File: src/design/irq_ctrl_pkg.sv
// Purpose: Shared constants and types for the host CPU interrupt control block.
// Assumes: APB with 32-bit data; each register takes one aligned word at four times its index.
// Notes: The register indices are kept as printed; byte addresses derive from them.
package irq_ctrl_pkg;

  // Source count and bit positions, shared by enables, pending flags and clears.
  localparam int NUM_SRC = 5;
  localparam int SRC_VIDEO = 0;
  localparam int SRC_GFX = 1;
  localparam int SRC_OBJ = 2;
  localparam int SRC_TIMER = 3;
  localparam int SRC_COMP = 4;
  localparam int CLR_LSB = 8;

  // Field widths.
  localparam int VI_W = 11;
  localparam int PIT_W = 16;
  localparam int DATA_W = 32;
  localparam int ADDR_W = 32;

  // Status bits that show the bus priority state.
  localparam int STAT_PRIO_BIT = 8;
  localparam int STAT_HOLD_BIT = 9;

  // Register indices; the byte address is four times the index.
  localparam logic [23:0] IDX_VI_LINE = 24'hF0004E;
  localparam logic [23:0] IDX_PIT_PRE = 24'hF00050;
  localparam logic [23:0] IDX_PIT_DIV = 24'hF00052;
  localparam logic [23:0] IDX_CONTROL = 24'hF000E0;
  localparam logic [23:0] IDX_RESUME = 24'hF000E2;
  localparam logic [23:0] IDX_STATUS = 24'hF000E4;

  // Byte addresses on the APB.
  localparam logic [ADDR_W-1:0] ADDR_VI_LINE = {6'h00, IDX_VI_LINE, 2'h0};
  localparam logic [ADDR_W-1:0] ADDR_PIT_PRE = {6'h00, IDX_PIT_PRE, 2'h0};
  localparam logic [ADDR_W-1:0] ADDR_PIT_DIV = {6'h00, IDX_PIT_DIV, 2'h0};
  localparam logic [ADDR_W-1:0] ADDR_CONTROL = {6'h00, IDX_CONTROL, 2'h0};
  localparam logic [ADDR_W-1:0] ADDR_RESUME = {6'h00, IDX_RESUME, 2'h0};
  localparam logic [ADDR_W-1:0] ADDR_STATUS = {6'h00, IDX_STATUS, 2'h0};

  // Reset values.
  localparam logic [NUM_SRC-1:0] RST_ENABLE = 5'h00;
  localparam logic [VI_W-1:0] RST_VI_LINE = 11'h000;
  localparam logic [PIT_W-1:0] RST_PIT = 16'h0000;

  // One bit per source.
  typedef logic [NUM_SRC-1:0] src_vec_t;

  // Event inputs from the rest of the chip.
  typedef struct packed {
    logic [VI_W-1:0] video_half_line;
    logic gfxproc_irq_write;
    logic objproc_stop;
    logic companion_irq;
  } src_in_t;

  // Bus priority requests towards the memory arbiter.
  typedef struct packed {
    logic gfxproc_prio_low;
    logic blitter_prio_low;
  } bus_prio_t;

  // Bus priority sequence.
  typedef enum logic [1:0] {
    PRIO_NORMAL,
    PRIO_REDUCED,
    PRIO_RESUME_HOLD
  } prio_state_t;

endpackage

File: src/design/irq_pending_bank.sv
// Purpose: Sticky pending flags, one per interrupt source.
// Assumes: Set and clear are one-cycle requests in the pclk domain.
// Notes: A set in the same cycle as a clear wins, so no event is lost.
`timescale 1ns/1ns
module irq_pending_bank (
  // Clock and reset.
  input wire logic pclk,
  input wire logic presetn,
  // Requests.
  input wire irq_ctrl_pkg::src_vec_t set_evt,
  input wire irq_ctrl_pkg::src_vec_t clr_req,
  // Flags.
  output irq_ctrl_pkg::src_vec_t pending
);
  import irq_ctrl_pkg::*;

  ////////////////////////////////////////////////////////////////////////////
  // All state of this module.
  typedef struct packed {
    src_vec_t pend;
  } bank_state_t;

  bank_state_t st_q; // Registered flags.
  bank_state_t st_d; // Next flags.
  src_vec_t pend_next; // Per-bit next value.

  // Each flag sets on its event and clears on request; the set has priority.
  for (genvar i = 0; i < NUM_SRC; i++) begin : g_flag
    assign pend_next[i] = set_evt[i] | (st_q.pend[i] & ~clr_req[i]);
  end

  ////////////////////////////////////////////////////////////////////////////
  // Next state.
  always_comb begin
    st_d = st_q;
    st_d.pend = pend_next;
  end

  // Flags clear on reset.
  always_ff @(posedge pclk or negedge presetn) begin
    if (!presetn) begin
      st_q <= '0;
    end else begin
      st_q <= st_d;
    end
  end

  assign pending = st_q.pend;

endmodule

File: src/design/interval_timer.sv
// Purpose: Two-stage programmable interval timer producing one-cycle ticks.
// Assumes: Prescale and divide values come from software registers.
// Notes: A prescale of zero stops the timer; a reload restarts both stages.
`timescale 1ns/1ns
module interval_timer #(
  parameter int W = irq_ctrl_pkg::PIT_W
) (
  // Clock and reset.
  input wire logic pclk,
  input wire logic presetn,
  // Settings.
  input wire logic [W-1:0] prescale,
  input wire logic [W-1:0] divide,
  input wire logic reload,
  // Output event.
  output logic tick
);
  import irq_ctrl_pkg::*;

  ////////////////////////////////////////////////////////////////////////////
  // All state of this module.
  typedef struct packed {
    logic [W-1:0] cnt_pre;
    logic [W-1:0] cnt_div;
    logic tick;
  } tmr_state_t;

  tmr_state_t st_q; // Registered state.
  tmr_state_t st_d; // Next state.

  // The clock is divided by prescale plus one, then by divide plus one.
  always_comb begin
    st_d = st_q;
    st_d.tick = 1'b0;
    if (reload || prescale == '0) begin
      // Restart, or hold still while disabled.
      st_d.cnt_pre = prescale;
      st_d.cnt_div = divide;
    end else if (st_q.cnt_pre != '0) begin
      st_d.cnt_pre = st_q.cnt_pre - 1'b1;
    end else begin
      st_d.cnt_pre = prescale;
      if (st_q.cnt_div != '0) begin
        st_d.cnt_div = st_q.cnt_div - 1'b1;
      end else begin
        st_d.cnt_div = divide;
        st_d.tick = 1'b1;
      end
    end
  end

  // Registered so the tick is a clean one-cycle pulse.
  always_ff @(posedge pclk or negedge presetn) begin
    if (!presetn) begin
      st_q <= '0;
    end else begin
      st_q <= st_d;
    end
  end

  assign tick = st_q.tick;

endmodule

File: src/design/host_cpu_irq_ctrl.sv
// Purpose: Host CPU interrupt control with bus priority handling, reached over APB.
// Assumes: All inputs are synchronous to pclk; APB slave answers with no wait states.
// Notes: Pending flags double as the sticky status; enables act as the mask.
//
// The APB register port was chosen for this implementation.
`timescale 1ns/1ns
module host_cpu_irq_ctrl (
  // Clock and reset.
  input wire logic pclk,
  input wire logic presetn,
  // APB slave.
  input wire logic psel,
  input wire logic penable,
  input wire logic pwrite,
  input wire logic [irq_ctrl_pkg::ADDR_W-1:0] paddr,
  input wire logic [irq_ctrl_pkg::DATA_W-1:0] pwdata,
  output logic pready,
  output logic [irq_ctrl_pkg::DATA_W-1:0] prdata,
  output logic pslverr,
  // Interrupt sources and bus master activity.
  input wire irq_ctrl_pkg::src_in_t src_in,
  input wire logic gfxproc_busy,
  input wire logic blitter_busy,
  // CPU and arbiter side.
  output logic cpu_irq,
  output logic cpu_hold,
  output irq_ctrl_pkg::bus_prio_t bus_prio
);
  import irq_ctrl_pkg::*;

  ////////////////////////////////////////////////////////////////////////////
  // All state of this module.
  typedef struct packed {
    src_vec_t enable; // Per-source enables, also the interrupt mask.
    logic [VI_W-1:0] vi_line; // Half line for the video source.
    logic [PIT_W-1:0] pit_pre; // Timer prescale.
    logic [PIT_W-1:0] pit_div; // Timer divide.
    logic [DATA_W-1:0] rdata; // Read data captured in the setup phase.
    logic slverr; // Error answer captured in the setup phase.
    logic vid_match; // Video compare result of the last cycle.
    logic comp_level; // Companion input level of the last cycle.
    logic irq_seen; // Request output level of the last cycle.
    prio_state_t prio; // Bus priority sequence.
  } ctrl_state_t;

  ctrl_state_t st_q; // Registered state.
  ctrl_state_t st_d; // Next state.

  src_vec_t pending; // Sticky flags from the bank.
  src_vec_t set_evt; // One-cycle source events.
  src_vec_t clr_req; // One-cycle clear requests.
  logic timer_tick; // Timer output event.
  logic pit_reload; // Timer settings were written.
  logic vid_match_now; // Time-base sits on the selected half line.
  logic irq_now; // Any enabled flag pending.
  logic irq_rise; // A new interrupt is delivered to the CPU.
  logic xfer_busy; // Graphics processor or blitter still working.
  logic setup_ph; // APB setup phase.
  logic wr_acc; // APB write access completes.
  logic wr_ctrl; // Write to the control register.
  logic wr_resume; // Write to the resume register.
  logic wr_status; // Write to the status register.

  ////////////////////////////////////////////////////////////////////////////
  // APB decode. The slave never inserts wait states, so an access phase
  // always completes at its first edge.
  assign pready = 1'b1;
  assign setup_ph = psel & ~penable;
  assign wr_acc = psel & penable & pwrite & pready;
  assign wr_ctrl = wr_acc && (paddr == ADDR_CONTROL);
  assign wr_resume = wr_acc && (paddr == ADDR_RESUME);
  assign wr_status = wr_acc && (paddr == ADDR_STATUS);
  assign pit_reload = wr_acc && (paddr == ADDR_PIT_PRE || paddr == ADDR_PIT_DIV);

  // Read data and error come from flip-flops filled during the setup phase.
  assign prdata = st_q.rdata;
  assign pslverr = st_q.slverr & psel & penable;

  ////////////////////////////////////////////////////////////////////////////
  // Source events. The video source fires once on entering the half line,
  // not on every cycle spent there.
  assign vid_match_now = (src_in.video_half_line == st_q.vi_line);

  always_comb begin
    set_evt = '0;
    set_evt[SRC_VIDEO] = vid_match_now & ~st_q.vid_match;
    set_evt[SRC_GFX] = src_in.gfxproc_irq_write;
    set_evt[SRC_OBJ] = src_in.objproc_stop;
    set_evt[SRC_TIMER] = timer_tick;
    // The edge is only taken while enabled, so a level already high when
    // software enables the source does not count until it rises again.
    set_evt[SRC_COMP] = src_in.companion_irq & ~st_q.comp_level & st_q.enable[SRC_COMP];
  end

  // Clears come from the control register or from the status alias.
  always_comb begin
    clr_req = '0;
    if (wr_ctrl) begin
      clr_req = pwdata[CLR_LSB +: NUM_SRC];
    end
    if (wr_status) begin
      clr_req = clr_req | pwdata[NUM_SRC-1:0];
    end
  end

  // The request follows the masked flags as a level.
  assign irq_now = |(pending & st_q.enable);
  assign irq_rise = irq_now & ~st_q.irq_seen;
  assign xfer_busy = gfxproc_busy | blitter_busy;

  ////////////////////////////////////////////////////////////////////////////
  // Next state: registers, read capture and the priority sequence.
  always_comb begin
    st_d = st_q;
    st_d.vid_match = vid_match_now;
    st_d.comp_level = src_in.companion_irq;
    st_d.irq_seen = irq_now;
    // Register writes take effect at the completing access edge.
    if (wr_ctrl) begin
      st_d.enable = pwdata[NUM_SRC-1:0];
    end
    if (wr_acc && paddr == ADDR_VI_LINE) begin
      st_d.vi_line = pwdata[VI_W-1:0];
    end
    if (wr_acc && paddr == ADDR_PIT_PRE) begin
      st_d.pit_pre = pwdata[PIT_W-1:0];
    end
    if (wr_acc && paddr == ADDR_PIT_DIV) begin
      st_d.pit_div = pwdata[PIT_W-1:0];
    end
    // Read data is chosen in the setup phase so it comes from a flop.
    if (setup_ph) begin
      st_d.rdata = '0;
      st_d.slverr = 1'b0;
      case (paddr)
        ADDR_CONTROL: begin
          // Only the flags are visible; the upper bits read as zero.
          if (!pwrite) begin
            st_d.rdata[NUM_SRC-1:0] = pending;
          end
        end
        ADDR_STATUS: begin
          if (!pwrite) begin
            st_d.rdata[NUM_SRC-1:0] = pending;
            st_d.rdata[STAT_PRIO_BIT] = (st_q.prio == PRIO_REDUCED);
            st_d.rdata[STAT_HOLD_BIT] = (st_q.prio == PRIO_RESUME_HOLD);
          end
        end
        // Write-only registers read as zero.
        ADDR_RESUME, ADDR_VI_LINE, ADDR_PIT_PRE, ADDR_PIT_DIV: begin
          st_d.rdata = '0;
        end
        // Unmapped addresses answer with an error.
        default: begin
          st_d.slverr = 1'b1;
        end
      endcase
    end
    // Priority sequence. A resume that lands while a request is still
    // asserted leaves priority normal until the next delivery.
    case (st_q.prio)
      PRIO_NORMAL: begin
        if (irq_rise) begin
          st_d.prio = PRIO_REDUCED;
        end
      end
      PRIO_REDUCED: begin
        if (wr_resume) begin
          // Any data value restores the priorities.
          st_d.prio = xfer_busy ? PRIO_RESUME_HOLD : PRIO_NORMAL;
        end
      end
      PRIO_RESUME_HOLD: begin
        // The CPU waits until a new interrupt or the pending operation ends.
        if (irq_rise) begin
          st_d.prio = PRIO_REDUCED;
        end else if (!xfer_busy) begin
          st_d.prio = PRIO_NORMAL;
        end
      end
      default: begin
        st_d.prio = PRIO_NORMAL;
      end
    endcase
  end

  // State register; reset gives cleared enables and normal priority.
  always_ff @(posedge pclk or negedge presetn) begin
    if (!presetn) begin
      st_q <= '0;
    end else begin
      st_q <= st_d;
    end
  end

  ////////////////////////////////////////////////////////////////////////////
  // Outputs.
  assign cpu_irq = irq_now;
  assign cpu_hold = (st_q.prio == PRIO_RESUME_HOLD);
  assign bus_prio.gfxproc_prio_low = (st_q.prio == PRIO_REDUCED);
  assign bus_prio.blitter_prio_low = (st_q.prio == PRIO_REDUCED);

  ////////////////////////////////////////////////////////////////////////////
  // Sub-blocks.
  irq_pending_bank irq_pending_bank_inst (
    .pclk(pclk),
    .presetn(presetn),
    .set_evt(set_evt),
    .clr_req(clr_req),
    .pending(pending)
  );

  interval_timer #(
    .W(PIT_W)
  ) interval_timer_inst (
    .pclk(pclk),
    .presetn(presetn),
    .prescale(st_q.pit_pre),
    .divide(st_q.pit_div),
    .reload(pit_reload),
    .tick(timer_tick)
  );
endmodule

File: config.mk
export PLATFORM = sky130hd
export DESIGN_NAME = host_cpu_irq_ctrl
export DESIGN_NICKNAME = d
export VERILOG_FILES = /design/src/design/irq_ctrl_pkg.sv /design/src/design/irq_pending_bank.sv /design/src/design/interval_timer.sv /design/src/design/host_cpu_irq_ctrl.sv
export SDC_FILE = /design/constraint.sdc
export NUM_CORES = 1
export LEC_CHECK = 0
export ABC_AREA = 1
export BUFFER_PORTS_ARGS = -buffer_cell sky130_fd_sc_hd__buf_2
export CAP_MARGIN = 20
export CORE_ASPECT_RATIO = 1.4
export CORE_MARGIN = 2
export CORE_UTILIZATION = 50
export DETAILED_ROUTE_END_ITERATION = 10
export HOLD_SLACK_MARGIN = 0.1
export PLACE_DENSITY_LB_ADDON = 0.3
export SLEW_MARGIN = 20
export SYNTH_ARGS = -nofsm -noshare
export SYNTH_HDL_FRONTEND = slang
export SYNTH_HIERARCHICAL = 1
export SYNTH_SLANG_ARGS = --single-unit
export TNS_END_PERCENT = 20
File: constraint.sdc
create_clock -name pclk -period 1.5 [get_ports pclk]
set_input_delay 0.3 -clock pclk [delete_from_list [all_inputs] [get_ports pclk]]
set_output_delay 0.3 -clock pclk [all_outputs]
set_load 0.02 [all_outputs]
==> results.ini <==
[status]
status=finished with violations
violations=setup timing

[power]
vdd_ir_drop_max_v=0.000571
seq_power_share=0.488
leakagePower_nw=4.12
power.internal_mw=4.13
p_per_area_nw_per_um2=711
switchingPower_mw=1.34
pwr-share-clk=0.440
switching_share=0.245
p_comb_frac=0.072

[global_route]
first_global_vias=5227
grt_start_max_net_pins=50
gr-total-overflow=0
grtUsageMet1=0.307
grt_pass1_wl_um=24500
grt_use_met3=0.0509
grt_busiest_layer=met2
antenna_found_initial=0
grt_usage=0.245
gr-usage-met2=0.414

[sta]
hold_violations=0
rsz0062_at_grt=yes
fin_skew_ps=10.3
fin_crit_sh=1.07
timing.final.ws_setup_ps=-101
period_minus_slack_ps=1600
finalSetupViolCount=23
clock.fmax_ghz=0.625
drv_slew=0

[yosys]
ys_seq_area_frac=0.416
netlist_instances=815
yosysMostFrequentCell=nand2_1
ys_async_sr_fraction=1.00
ys.flop_type=dfrtp_1
netlist_area_um2=5960
synth_seq_cells=99
yosys.area.top_type=dfrtp_1
avgSynthCellArea_um2=7.32
synth_edf_count=0
synth_compound_area_frac=0.0711
synth_commonest_cells=nand2_1, inv_1, dfrtp_1, nor2_1, nand3_1
synth_simple_gate_area_frac=0.330
synth_top_family_by_area=simple AND/OR/NAND/NOR gates
yosysWarnings=6
synth_mux_area_frac=0
synth-adder-area-share=0.00839
yosys.area_share.xor_xnor=0.0367
synth_top_cell_area_share=0.416
synth_area_leaders=dfrtp_1, nand2_1, inv_1
synth.distinct_cells=38

[clock_network]
cts_buffer_depth=2
cts_sinks=99
cts_inserted_buffers=9
clock_latency_ps=350
clk_root_buffer_cell=clkbuf_16
htreeDepth=3
clk_pin_slew_ps=80
cts_tree=built

[route]
wl_per_cell_um=13.8
drt-initial-drc-count=292
drc=0
via_count=5514
ant_nets=0
avgViaCountPerCell=4.95
drt-total-wl_um=15400
firstDrtPassIters=5

[critical_path]
crit_family=flip-flops
crit_type=reg2out
path_buf_inv=1
critPathMaxStageDelay_ps=400
end_kind=output pin
cp_max_fo=3
cpMaxStageDelayCell=dfrtp_1
startpoint_type=flop
cp_data_required_time_ps=1200
arrival_ps=1300
cp_cell_sequence=a22o_1, nor2_1, nand2_1, buf_6

[cells_and_area]
drive_gt1_frac=0.299
multi_input_comb_area_um2=3110
fillCellCount=953
final_nets=1050
diodes=0
final-seq-area_um2=2480
fin_area_um2=7700
syn_to_final_growth_pct=29.1

[die]
initial_core_util=0.509
core_um2=11700
fp.dieArea_um2=12800
rows=47
io_pins=123
dieHeight_um=133
die_x_um=96.3

[job]
cap_viol_max_count=0

[placement]
dp_slack_ps=-366
dpl_cell_area_um2=6840
dp_hpwl_um=10900
io_buffers=80
place_congestion=0.902

[worst_hold_path]
hp-class=in2reg

[layout make-up]
type / count / area share
Inverter: 119 / 0.0605
Timing Repair Buffer: 158 / 0.149
Clock inverter: 7 / 0.0106
Clock buffer: 9 / 0.0293
Multi-Input combinational cell: 574 / 0.404
Tap cell: 147 / 0.0239
Sequential cell: 99 / 0.322
[routing by layer]
layer	part of all wire	vias to the layer above	routed length, um
li1	-	2757	-
met1	0.40	2563	6090
met2	0.53	170	8130
met3	0.050	24	776
met4	0.025	0	387
met5	0	-	0
[state kept, by name (all words and copies together) (netlist names)]
signal	cells
st_q	54
interval_timer_inst/st_q	32
prdata	7
irq_pending_bank_inst/pending	5
interval_timer_inst/tick	1
[kinds of logic (layout without fill, tap and decap cells)]
logic type / Yosys count / after routing
flops: 99 / 99
xor+xnor: 25 / 25
fa+ha+maj: 4 / 4
simple gates: 443 / 444
buf+inv: 167 / 293
other cells: 2 / 26
compound gates: 75 / 75
[tightest hold or removal path: stages]
cell,delay (ps)
buf_2,70
inv_1,30
nand2_1,50
[final timing paths]
path                                                   from                          endpoint  slack, ps  cells after the start
min in group asynchronous                           presetn                          st_q[68]        370                      2
min                                               src_in[2]  irq_pending_bank_inst/pending[1]        120                      3
max                        irq_pending_bank_inst/pending[1]                           cpu_irq       -100                      4
min reg2reg                        interval_timer_inst/tick  irq_pending_bank_inst/pending[3]        450                      2
max in group asynchronous                           presetn       interval_timer_inst/st_q[3]        570                      3
max reg2reg                    interval_timer_inst/st_q[17]          interval_timer_inst/tick        -50                      6
[cells in the final DEF (no fill, tap or decap), types with 4 or more instances in the layout]
cell,count
a21oi_1,8
buf_12,6
buf_2,74
buf_4,66
buf_6,7
clkbuf_16,11
conb_1,26
dfrtp_1,95
dfrtp_2,4
inv_1,106
inv_2,8
inv_6,5
nand2_1,233
nand2_2,20
nand2_4,5
nand3_1,55
nand3_4,5
nand4_1,6
nor2_1,55
nor2_2,20
nor2_4,16
nor3_1,8
nor3_4,5
o21ai_0,40
o21ai_1,10
o21ai_2,11
xnor2_1,6
xor2_1,16
[what timing repair did]
action | in CTS | in global routing
hold endpoints to repair | 18 | 0
hold buffers | 2 | 0
gates cloned | 1 | 2
setup endpoints to repair | 23 | 41
resized for setup | 22 | 86
pin swaps | 15 | 38
setup buffers | 3 | 9
[per-stage QoR]
step	hold WS (ps)	utilization	TNS, ps	cells	total power, mW
finish	125	0.658	-595	1113	5.48
global route	143	0.658	-2800	1113	5.67
CTS	124	0.622	-117	1102	5.48
detailed placement	197	0.585	-21520	1080	3.09
global placement	198	0.585	-20140	1080	3.09
floorplan	4.41	-	-7250	839	2.91
[power groups by stage]
stage	Combinational [mW]	Clock [mW]	Sequential [mW]
after floorplan	0.187	0	2.73
after global placement	0.362	0	2.73
after detailed placement	0.366	0	2.73
after CTS	0.373	2.44	2.67
after global routing	0.436	2.56	2.67
final	0.394	2.41	2.67
Note: power is estimated with default switching activity, not from simulation.
